$ cat src/rtl/bio_defines.vh
// Notes on behaviour
// - bits 31 to 28 are four writable capability flags that read back as written and reset to 0.
// - bit 27 is a writable power-management capability flag that resets to 0.
// - bits 26 to 24 always read as zero and ignore writes.
// - bits 23 to 16 hold a writable clock accuracy value in ppm that resets to zero.
// - bits 15 to 12 hold the request size exponent, the byte limit being 2 to the power exponent plus one; below 512 it applies but status bit 1 reads 0.
// - hardware reset loads the exponent with a (2048 bytes) and a software reset leaves it alone.
// - software may rewrite the exponent and the new value becomes the advertised limit.
// - a received block write longer than the byte limit may be answered with a type-error acknowledge.
// - bits 2 to 0 always read as binary 010.
// - bits 11 to 8 always read as zero.
`ifndef BIO_DEFINES_VH
`define BIO_DEFINES_VH

// ----------------------------------------
// register offsets
// ----------------------------------------
`define BIO_OFF_OPTIONS 8'h20
`define BIO_OFF_STATUS 8'h40

// ----------------------------------------
// options word fields
// ----------------------------------------
`define BIO_CAP_MSB 31
`define BIO_CAP_LSB 27
`define BIO_ACC_MSB 23
`define BIO_ACC_LSB 16
`define BIO_REC_MSB 15
`define BIO_REC_LSB 12
`define BIO_LNK_SPD 3'h2

// ----------------------------------------
// status word fields
// ----------------------------------------
`define BIO_ST_LINKED 0
`define BIO_ST_REC_OK 1
`define BIO_ST_CHG 2
`define BIO_ST_CNT_CLR 3
`define BIO_ST_CNT_LSB 16

// ----------------------------------------
// reset values
// ----------------------------------------
`define BIO_CAP_RST 5'h00
`define BIO_ACC_RST 8'h00
`define BIO_REC_RST 4'ha
`define BIO_REC_MIN 4'h8
`define BIO_REC_BYTES_RST 17'h00800

`endif

$ cat src/rtl/bio_bus_options.v
`timescale 1ns/1ns
`include "bio_defines.vh"

module bio_bus_options #(
	parameter ADDR_W = 8,
	parameter LEN_W = 16,
	parameter CNT_W = 16
) (
	clk,
	rst_n,
	sw_rst,
	reg_addr,
	reg_wdata,
	reg_wr,
	reg_rd,
	reg_rdata,
	link_active_enable,
	quad_rd,
	quad_data,
	quad_valid,
	rx_wr_valid,
	rx_wr_len,
	ack_type_err,
	max_rec_bytes
);
	input wire clk;
	input wire rst_n;
	input wire sw_rst;
	input wire [ADDR_W-1:0] reg_addr;
	input wire [31:0] reg_wdata;
	input wire reg_wr;
	input wire reg_rd;
	output wire [31:0] reg_rdata;
	input wire link_active_enable;
	input wire quad_rd;
	output wire [31:0] quad_data;
	output wire quad_valid;
	input wire rx_wr_valid;
	input wire [LEN_W-1:0] rx_wr_len;
	output wire ack_type_err;
	output wire [16:0] max_rec_bytes;

	// ----------------------------------------
	// state
	// ----------------------------------------
	reg [4:0] cap_ff;
	reg [7:0] acc_ff;
	reg [3:0] rec_ff;
	reg chg_ff;
	reg [CNT_W-1:0] err_cnt_ff;
	reg [31:0] rdata_ff;
	reg [31:0] quad_ff;
	reg quad_vld_ff;

	reg [4:0] nxt_cap;
	reg [7:0] nxt_acc;
	reg [3:0] nxt_rec;
	reg nxt_chg;
	reg [CNT_W-1:0] nxt_err_cnt;
	reg [31:0] nxt_rdata;

	wire [31:0] opt_word;
	wire [31:0] stat_word;
	wire wr_opt;
	wire wr_stat;
	wire err_pulse;

	// ----------------------------------------
	// address decode
	// ----------------------------------------
	function hit;
		input [ADDR_W-1:0] a;
		input [ADDR_W-1:0] off;
		begin
			hit = (a == off);
		end
	endfunction

	assign wr_opt = reg_wr && hit(reg_addr, `BIO_OFF_OPTIONS);
	assign wr_stat = reg_wr && hit(reg_addr, `BIO_OFF_STATUS);

	// ----------------------------------------
	// assembled words
	// ----------------------------------------
	// generation counter bits 7..6 are not held here and read as zero
	assign opt_word = {cap_ff,
		3'h0,
		acc_ff,
		rec_ff,
		4'h0,
		5'h00,
		`BIO_LNK_SPD};

	assign stat_word = {err_cnt_ff[15:0], 13'h0000, chg_ff,
		(rec_ff >= `BIO_REC_MIN), link_active_enable};

	// ----------------------------------------
	// register next values
	// ----------------------------------------
	always @* begin
		nxt_cap = cap_ff;
		nxt_acc = acc_ff;
		nxt_rec = rec_ff;
		if (wr_opt) begin
			nxt_cap = reg_wdata[`BIO_CAP_MSB:`BIO_CAP_LSB];
			nxt_acc = reg_wdata[`BIO_ACC_MSB:`BIO_ACC_LSB];
			nxt_rec = reg_wdata[`BIO_REC_MSB:`BIO_REC_LSB];
		end
		// soft reset clears all but the exponent
		if (sw_rst) begin
			nxt_cap = `BIO_CAP_RST;
			nxt_acc = `BIO_ACC_RST;
		end
	end

	// catches software changing fields under a running link
	always @* begin
		nxt_chg = chg_ff;
		if (wr_stat && reg_wdata[`BIO_ST_CHG])
			nxt_chg = 1'b0;
		if (wr_opt && link_active_enable)
			nxt_chg = 1'b1;
	end

	always @* begin
		nxt_err_cnt = err_cnt_ff;
		if (wr_stat && reg_wdata[`BIO_ST_CNT_CLR])
			nxt_err_cnt = {CNT_W{1'b0}};
		// a new error in the clearing cycle still counts
		if (err_pulse) begin
			if (wr_stat && reg_wdata[`BIO_ST_CNT_CLR])
				nxt_err_cnt = {{(CNT_W-1){1'b0}}, 1'b1};
			else if (err_cnt_ff != {CNT_W{1'b1}})
				nxt_err_cnt = err_cnt_ff + {{(CNT_W-1){1'b0}}, 1'b1};
		end
	end

	// unmapped reads answer zero
	always @* begin
		nxt_rdata = 32'h00000000;
		if (reg_rd && hit(reg_addr, `BIO_OFF_OPTIONS))
			nxt_rdata = opt_word;
		else if (reg_rd && hit(reg_addr, `BIO_OFF_STATUS))
			nxt_rdata = stat_word;
	end

	// ----------------------------------------
	// flops
	// ----------------------------------------
	always @(posedge clk or negedge rst_n) begin
		if (!rst_n) begin
			cap_ff <= `BIO_CAP_RST;
			acc_ff <= `BIO_ACC_RST;
			rec_ff <= `BIO_REC_RST;
			chg_ff <= 1'b0;
			err_cnt_ff <= {CNT_W{1'b0}};
			rdata_ff <= 32'h00000000;
			quad_ff <= 32'h00000000;
			quad_vld_ff <= 1'b0;
		end else begin
			cap_ff <= nxt_cap;
			acc_ff <= nxt_acc;
			rec_ff <= nxt_rec;
			chg_ff <= nxt_chg;
			err_cnt_ff <= nxt_err_cnt;
			rdata_ff <= nxt_rdata;
			quad_vld_ff <= quad_rd;
			if (quad_rd)
				quad_ff <= opt_word;
		end
	end

	// ----------------------------------------
	// received write length check
	// ----------------------------------------
	bio_len_check #(
		.LEN_W(LEN_W)
	) u_len_check (
		.clk(clk),
		.rst_n(rst_n),
		.max_rec(rec_ff),
		.pkt_valid(rx_wr_valid),
		.pkt_len(rx_wr_len),
		.ack_type_err(err_pulse),
		.rec_bytes(max_rec_bytes)
	);

	assign ack_type_err = err_pulse;
	assign reg_rdata = rdata_ff;
	assign quad_data = quad_ff;
	assign quad_valid = quad_vld_ff;
endmodule

$ cat src/rtl/bio_len_check.v
`timescale 1ns/1ns
`include "bio_defines.vh"

module bio_len_check #(
	parameter LEN_W = 16
) (
	clk,
	rst_n,
	max_rec,
	pkt_valid,
	pkt_len,
	ack_type_err,
	rec_bytes
);
	input wire clk;
	input wire rst_n;
	input wire [3:0] max_rec;
	input wire pkt_valid;
	input wire [LEN_W-1:0] pkt_len;
	output wire ack_type_err;
	output wire [16:0] rec_bytes;

	reg ack_type_err_ff;
	reg [16:0] rec_bytes_ff;
	reg [16:0] nxt_rec_bytes;
	reg nxt_ack_type_err;

	// both sides padded to one common width so the compare never truncates
	localparam CMP_W = (LEN_W > 17) ? LEN_W : 17;

	// ----------------------------------------
	// byte limit from the exponent
	// ----------------------------------------
	always @* begin
		nxt_rec_bytes = 17'h00001 << ({1'b0, max_rec} + 5'h01);
		// compare against the limit in force when the packet arrives
		nxt_ack_type_err = pkt_valid &&
			({{(CMP_W + 1 - LEN_W){1'b0}}, pkt_len} >
			{{(CMP_W - 16){1'b0}}, rec_bytes_ff});
	end

	always @(posedge clk or negedge rst_n) begin
		if (!rst_n) begin
			rec_bytes_ff <= `BIO_REC_BYTES_RST;
			ack_type_err_ff <= 1'b0;
		end else begin
			rec_bytes_ff <= nxt_rec_bytes;
			ack_type_err_ff <= nxt_ack_type_err;
		end
	end

	assign ack_type_err = ack_type_err_ff;
	assign rec_bytes = rec_bytes_ff;
endmodule

$ cat config.mk
export PLATFORM = sky130hd
export DESIGN_NAME = bio_bus_options
export DESIGN_NICKNAME = d
export VERILOG_FILES = /design/src/rtl/bio_bus_options.v /design/src/rtl/bio_len_check.v
export VERILOG_INCLUDE_DIRS = /design/src /design/src/rtl
export SDC_FILE = /design/constraint.sdc
export NUM_CORES = 1
export LEC_CHECK = 0
export BUFFER_PORTS_ARGS = -buffer_cell sky130_fd_sc_hd__buf_2
export CORE_ASPECT_RATIO = 0.75
export CORE_MARGIN = 10
export CORE_UTILIZATION = 50
export CTS_CLUSTER_DIAMETER = 80
export DETAILED_ROUTE_END_ITERATION = 10
export PLACE_DENSITY = 0.84
export SLEW_MARGIN = 15
export SYNTH_ARGS = -nofsm -noshare
export SYNTH_HDL_FRONTEND = slang
export SYNTH_SLANG_ARGS = --single-unit
$ cat constraint.sdc
create_clock -name clk -period 2.45 [get_ports clk]
set_input_delay 0.1225 -clock clk [delete_from_list [all_inputs] [get_ports clk]]
set_output_delay 0.1225 -clock clk [all_outputs]
set_load 0.005 [all_outputs]
==> metrics.yaml, run 1 <==
outcome:
  status: "finished, final reports clean"
clocking:
  htreeDepth: 3
  cts_num_sinks: 94
  cts_resized: 0
  clock-root-buffer: "clkbuf_16"
  clk_pin_slew_ns: 0.07
  cts_tree: "built"
  clock_path_buffers: 2
  numCtsBuffers: 9
  insertion_delay_ns: 0.34
floorplan:
  initial_core_util: 0.514
  chipWidth_um: 128
  ios: 147
  rows: 29
  die_height_um: 101
  fp.coreArea_um2: 8490
  die_area_um2: 12900
synthesis:
  synth_top_cell_by_area: "dfrtp_1"
  avgSynthCellArea_um2: 11.3
  synth.top_cell.area_share: 0.522
  async_reset_ff_frac: 1.00
  post_synth_num_cell_types: 48
  ys_seq_area_frac: 0.540
  syn_inst: 387
  ys.flop_type: "dfrtp_1"
  netlist_area_um2: 4360
  yosys_warnings: 0
  synth_edf_count: 0
  synth_seq_cells: 94
  synth_area_leaders: "dfrtp_1 52%, ha_1 5.4%, mux2_2 5.4%"
power_and_ir_drop:
  p_sw_frac: 0.305
  power.switching_mw: 1.17
  internal_power_mw: 2.66
  vdd_drop_max_v: 0.000480
  p_per_area_nw_per_um2: 727
  seqPwrFrac: 0.499
  p_leak_nw: 2.78
  clkPwrFrac: 0.343
  power_frac_comb: 0.158
place:
  gp_congestion: 0.899
  place_hpwl_um: 8330
  portBuffers: 110
grt:
  grt_overflow: 0
  antenna_found_initial: 0
  grt.total_usage: 0.171
  grt_pass1_vias: 3464
  grt_start_max_net_pins: 56
  grt_pass1_wl_um: 17800
hold_path:
  hold_depth: 2
  hp-class: "in -> reg"
worst_setup_path:
  ff2ff_path_depth: 5
  cp-start-kind: "register"
  end_kind: "register"
  critPathMaxFanout: 9
  cp.arrival_ns: 2.38
  crit_required_ns: 2.70
  worstSetupPathType: "reg -> reg"
flow_run:
  max-cap-violations: 0
route:
  ant_nets: 0
  drt_iter0_drc: 269
  routed_wl_um: 11000
  first_pass_iters: 4
  route.detailed.drc: 0
  vias: 3392
  via_per_inst: 5.52
  wire_per_inst_um: 17.8
sta:
  slew_headroom: 0.466
  fin_skew_ns: 0.00738
  timing.final.crit_share: 0.869
  hold_slack_ns: 0.0159
  rsz0062_at_grt: "no"
  setup_viol: 0
  min_period_ns: 2.13
  finalMaxSlewViolations: 0
  max_freq_ghz: 0.470
  final.setup.tns_ns: 0
  final_hold_viol_count: 0
  max_slew.worst_pin.slew_ns: 0.793
cells_and_area:
  num_antenna_cells: 0
  area_delta_synth_final_pct: 20.8
  layout-drive-gt1-share: 0.325
  nets: 585
-- power groups by stage --
stage	Clock, mW	Sequential [mW]	Combinational [mW]
2_1_floorplan	0	1.87	0.427
3_3_place_gp	0	1.92	0.551
3_5_place_dp	0	1.93	0.590
4_1_cts	1.34	1.90	0.599
5_1_grt	1.40	1.94	0.682
6_report	1.32	1.91	0.604
-- stage by stage --
step | instances | instance area (um2) | util | power, mW | setup slack (ns)
after floorplan | 409 | 4450 | - | 2.29 | 0.524
after detailed placement | 598 | 4970 | 0.586 | 2.52 | 0.376
after global routing | 615 | 5270 | 0.621 | 4.02 | 0.128
after CTS | 615 | 5270 | 0.621 | 3.84 | 0.346
after global placement | 598 | 4970 | 0.586 | 2.47 | 0.444
final | 615 | 5270 | 0.621 | 3.83 | 0.321
-- state kept, by name (all words and copies together), names as in the netlist --
name,flops
quad_valid,1
quad_data,18
cap_ff,5
u_len_check.rec_bytes,17
acc_ff,8
err_cnt_ff,16
rec_ff,4
u_len_check.ack_type_err,1
chg_ff,1
reg_rdata,23
-- kinds of logic (layout without fill, tap and decap cells) --
group | after synthesis | in the layout | share of synthesized area
AOI/OAI and AO/OA | 62 | 62 | 0.0969
DFF | 94 | 94 | 0.540
and+or+nand+nor | 113 | 113 | 0.146
buffers and inverters | 62 | 160 | 0.0740
muxes | 35 | 35 | 0.0863
adders and majority gates | 19 | 19 | 0.0545
xor gates and xnor gates | 1 | 1 | 0.00201
other | 1 | 23 | 0.000859
-- placed cells by master, fill, tap and decap left out, types with 2 or more instances in the layout --
cell type  count
inv_6          2
or4_1          7
nand4_1        9
buf_2        109
or2_2          2
clkinv_4       2
and3_1         3
nand2_1       11
dfstp_2        3
nor3_1        11
nor4_1         4
dfrtp_1       91
or3_1          8
and2_1        11
a22o_1        14
buf_4          7
mux2i_1       14
nor2_1        25
nand3_1        6
clkbuf_16      9
and4_1         2
nand2b_1       4
a31o_2         2
inv_1         26
ha_1          19
mux2_2        21
conb_1        23
o21ai_0        9
nor2b_1        3
o31ai_1        8
a21oi_1       20
-- routing by layer --
layer  vias up  routed length (um)  track usage
li1       1559                   -            -
met1      1651                4760        0.216
met2       151                4940        0.262
met3        31                 997       0.0652
met4         0                 276       0.0596
met5         -                   0            0
-- worst paths after layout --
| kind | start | to | slack [ns] |
|---|---|---|---|
| worst max-delay path | err_cnt_ff[0] | err_cnt_ff[14] | 0.32 |
| worst min-delay path | reg_wdata[14] | rec_ff[2] | 0.02 |
| worst max register to register | err_cnt_ff[0] | err_cnt_ff[14] | 0.32 |
| worst min register to register | quad_data[1] | quad_data[1] | 0.47 |
| max in group asynchronous | rst_n | u_len_check.rec_bytes[11] | 1.43 |
| min in group asynchronous | rst_n | quad_data[30] | 0.30 |
-- critical path, cell delays in order (launching register included) --
cell and delay, ns:
dfrtp_1 0.44, ha_1 0.23, nand3_2 0.19, or3_1 0.50
or4_1 0.53, a21oi_1 0.16
-- area by class of cell --
type / count / area [um2]
Clock inverter: 5 / 42.5
Tap cell: 108 / 135
Timing Repair Buffer: 118 / 628
Clock buffer: 11 / 243
Fill cell: 688 / 3220
Inverter: 26 / 97.6
Sequential cell: 94 / 2360
Multi-Input combinational cell: 253 / 1770
-- synth_stat cells (2+ instances only) --
library cell / instances
mux2_2: 21
o21ai_0: 9
nor4_1: 4
nor3_1: 11
o31ai_1: 8
mux2i_1: 14
dfstp_2: 3
and4_1: 2
inv_1: 26
buf_2: 2
and2_1: 11
dfrtp_1: 91
a22o_1: 14
nand4_1: 9
nor2b_1: 3
or2_2: 2
or3_1: 8
or4_1: 7
clkbuf_1: 9
ha_1: 19
nor2_1: 25
nand2b_1: 4
nand2_1: 11
buf_4: 23
a21oi_1: 20
a31o_2: 2
and3_1: 3
nand3_1: 6
-- what timing repair did --
| action | in CTS | in global routing |
|---|---|---|
| hold buffers | 1 | 0 |
| setup buffers | 0 | 0 |
| endpoints found under the hold margin | 39 | 0 |
No activity file was read; power rests on OpenSTA's default activity.
==> run 2: changes to the inputs <==
Settings changed: CORE_UTILIZATION 50 to 51, CTS_CLUSTER_SIZE set to 8, PLACE_DENSITY 0.84 to 0.86, SYNTH_HIERARCHICAL set to 1.
==> metrics.yaml, run 2 <==
outcome:
  status: "finished, final reports clean"
sta:
  slew_headroom: 0.514  # +0.0473
  worst_slack_ns: 0.415  # +0.0937 ns
  setup_viol: 0  # unchanged
  rsz0062_at_grt: "no"
  finalMaxSlewViolations: 0  # unchanged
  fin_skew_ns: 0.00565  # -0.00174 ns
  final_hold_viol_count: 0  # unchanged
  final.setup.tns_ns: 0  # unchanged
  min_period_ns: 2.03  # -0.0937 ns
  timing.final.crit_share: 0.831  # -0.0383
  max_freq_ghz: 0.491  # +4.6%
  max_slew.worst_pin.slew_ns: 0.724  # -0.0692 ns
floorplan:
  rows: 29  # unchanged
  chipWidth_um: 127  # -0.53%
  fp.coreArea_um2: 8420  # -0.85%
  initial_core_util: 0.522  # +0.00815
  die_area_um2: 12800  # -1.0%
  die_height_um: 100  # -0.51%
  ios: 147  # unchanged
cells_and_area:
  nets: 576  # -1.5%
  num_antenna_cells: 0  # unchanged
  layout-drive-gt1-share: 0.327  # +0.00187
  final_common_cell: "buf_2"
  area_delta_synth_final_pct: 21.7
  final-seq-area_um2: 2360  # unchanged
  nFillCells: 689  # +0.15%
  stdcell_count: 606  # -1.5%
  multi_input_area_um2: 1810  # +2.6%
  largest_reg_flops: 23  # unchanged
  most-common-layout-cells: "109 x buf_2, 91 x dfrtp_1, 27 x nor2_1"
grt:
  grt_start_max_net_pins: 66  # +18%
  grt_pass1_vias: 3496  # +0.92%
  grt_pass1_wl_um: 18000  # +1.3%
  met1_usage: 0.217  # +0.00109
  antenna_found_initial: 1  # +1
  gr-max-usage-layer: "met2"
  grt.total_usage: 0.175  # +0.00449
  met3_usage: 0.0864  # +0.0212
  grt_overflow: 0  # unchanged
  grt_use_met2: 0.269  # +0.00706
route:
  first_pass_iters: 4  # unchanged
  ant_nets: 0  # unchanged
  vias: 3242  # -4.4%
  routed_wl_um: 11000  # +0.19%
  route.detailed.drc: 0  # unchanged
  drt_iter0_drc: 190  # -29%
  wire_per_inst_um: 18.1  # +1.7%
  via_per_inst: 5.35  # -3.0%
worst_setup_path:
  path_buf_inv: 0  # unchanged
  critPathTopFamily: "simple AND/OR/NAND/NOR gates"
  end_kind: "register"
  cp-start-kind: "register"
  rrSetupSlack_ns: 0.42  # +0.09 ns
  worstSetupPathType: "reg -> reg"
  crit_required_ns: 2.71  # about the same
  crit_path_top_delay_cell: "dfrtp_1"
  critPathMaxFanout: 9  # unchanged
  cp.arrival_ns: 2.30  # -0.08 ns
  slowest_delay_ns: 0.54  # about the same
  cp_cell_sequence: "and3_1, or3b_1, or4_1, a21oi_1"
clocking:
  cts_resized: 0  # unchanged
  insertion_delay_ns: 0.34  # about the same
  cts_num_sinks: 94  # unchanged
  clock_path_buffers: 2  # unchanged
  cts_setup_buffers: 0  # unchanged
  clk_pin_slew_ns: 0.06  # about the same
  htreeDepth: 3  # unchanged
  cts_tree: "built"
  numCtsBuffers: 9  # unchanged
  cts_hold_buf: 2  # +1
  clock-root-buffer: "clkbuf_16"
flow_run:
  max-cap-violations: 0  # unchanged
synthesis:
  synth_seq_cells: 94  # unchanged
  ys_seq_area_frac: 0.536  # -0.00384
  post_synth_num_cell_types: 50  # +4.2%
  netlist_area_um2: 4400  # +0.72%
  synth_most_common_cell: "dfrtp_1"
  synth.top_cell.area_share: 0.518  # -0.00371
  ys.flop_type: "dfrtp_1"
  synth_edf_count: 0  # unchanged
  syn_inst: 380  # -1.8%
  synth_top_cell_by_area: "dfrtp_1"
  yosys_warnings: 6  # +6
  synth_area_leaders: "dfrtp_1 52%, ha_1 5.4%, mux2_2 5.4%"
  async_reset_ff_frac: 1.00  # unchanged
  synth.cells.most_frequent: "91 x dfrtp_1, 27 x nor2_1, 23 x buf_4"
  avgSynthCellArea_um2: 11.6  # +2.6%
place:
  gp_congestion: 0.848  # -5.7%
  portBuffers: 110  # unchanged
  dp_slack_ns: 0.439  # +0.0630 ns
  placed_cells: 588  # -1.7%
  place_hpwl_um: 8330  # about the same
power_and_ir_drop:
  vdd_drop_max_v: 0.000536  # +12%
  p_leak_nw: 2.82  # +1.4%
  p_per_area_nw_per_um2: 731  # +0.58%
hold_path:
  hp-class: "in -> reg"
## run 2: changes by cell type after synthesis, moves of 3 or more
cell     before  now
nor3_1       11    8
or3_1         8    2
a21oi_1      20   17
nand3_1       6    9
buf_2         2    5
o31ai_1       8    4
o21ai_0       9    4
inv_1        26   20
## run 2: final cells by class
| type | count | area share |
|---|---|---|
| clock inverter | 6 | 0.0203 |
| timing repair buffer | 117 | 0.116 |
| sequential | 94 | 0.440 |
| clock buffer | 10 | 0.0447 |
| tap | 108 | 0.0253 |
| multi-input combinational | 251 | 0.339 |
| inverter | 20 | 0.0140 |
## run 2: worst register-to-register path: cells and delay by family, from the launching register on
| kind | cells | cell delay [ns] |
|---|---|---|
| compound gates | 1 | 0.15 |
| flops | 1 | 0.54 |
| simple gates | 3 | 1.28 |
## run 2: cell families (layout without fill, tap and decap cells)
family	Yosys count	after routing	synth area share
buf+inv	57	153	0.0700
flops	94	94	0.536
mux	35	35	0.0857
simple gates	116	116	0.158
other cells	1	23	0.000853
fa+ha+maj	19	19	0.0541
xor+xnor	3	3	0.00598
compound gates	55	55	0.0894
## run 2: path summary, 6_finish.rpt
| kind | startpoint | to | cells past startpoint |
|---|---|---|---|
| max | u_len_check/ack_type_err | err_cnt_ff[15] | 4 |
| min | reg_wdata[14] | rec_ff[2] | 2 |
| max reg2reg | u_len_check/ack_type_err | err_cnt_ff[15] | 4 |
| min reg2reg | quad_data[1] | quad_data[1] | 1 |
| max in group asynchronous | rst_n | rec_ff[1] | 3 |
| min in group asynchronous | rst_n | quad_data[13] | 2 |
## run 2: per-layer routing
metal  share of wire  up-vias
li1                -     1533
met1            0.43     1567
met2            0.46      122
met3           0.098       18
met4           0.011        2
met5          0.0014        -
## run 2: where the power goes
group | internal [mW] | total [mW] | switching [mW]
Sequential | 1.67 | 1.86 | 0.187
Combinational | 0.203 | 0.460 | 0.257
Clock | 1.02 | 1.59 | 0.571
Total | 2.90 | 3.91 | 1.02
## run 2: per-stage QoR
step	hold WS [ns]	utilization	area [um2]	power, mW
floorplan	-0.173	-	4480	2.17
global route	0.00965	0.636	5350	4.10
global placement	0.0626	0.592	4980	2.30
finish	0.0159	0.636	5350	3.91
CTS	0.000985	0.636	5350	3.95
detailed placement	0.0744	0.592	4980	2.34
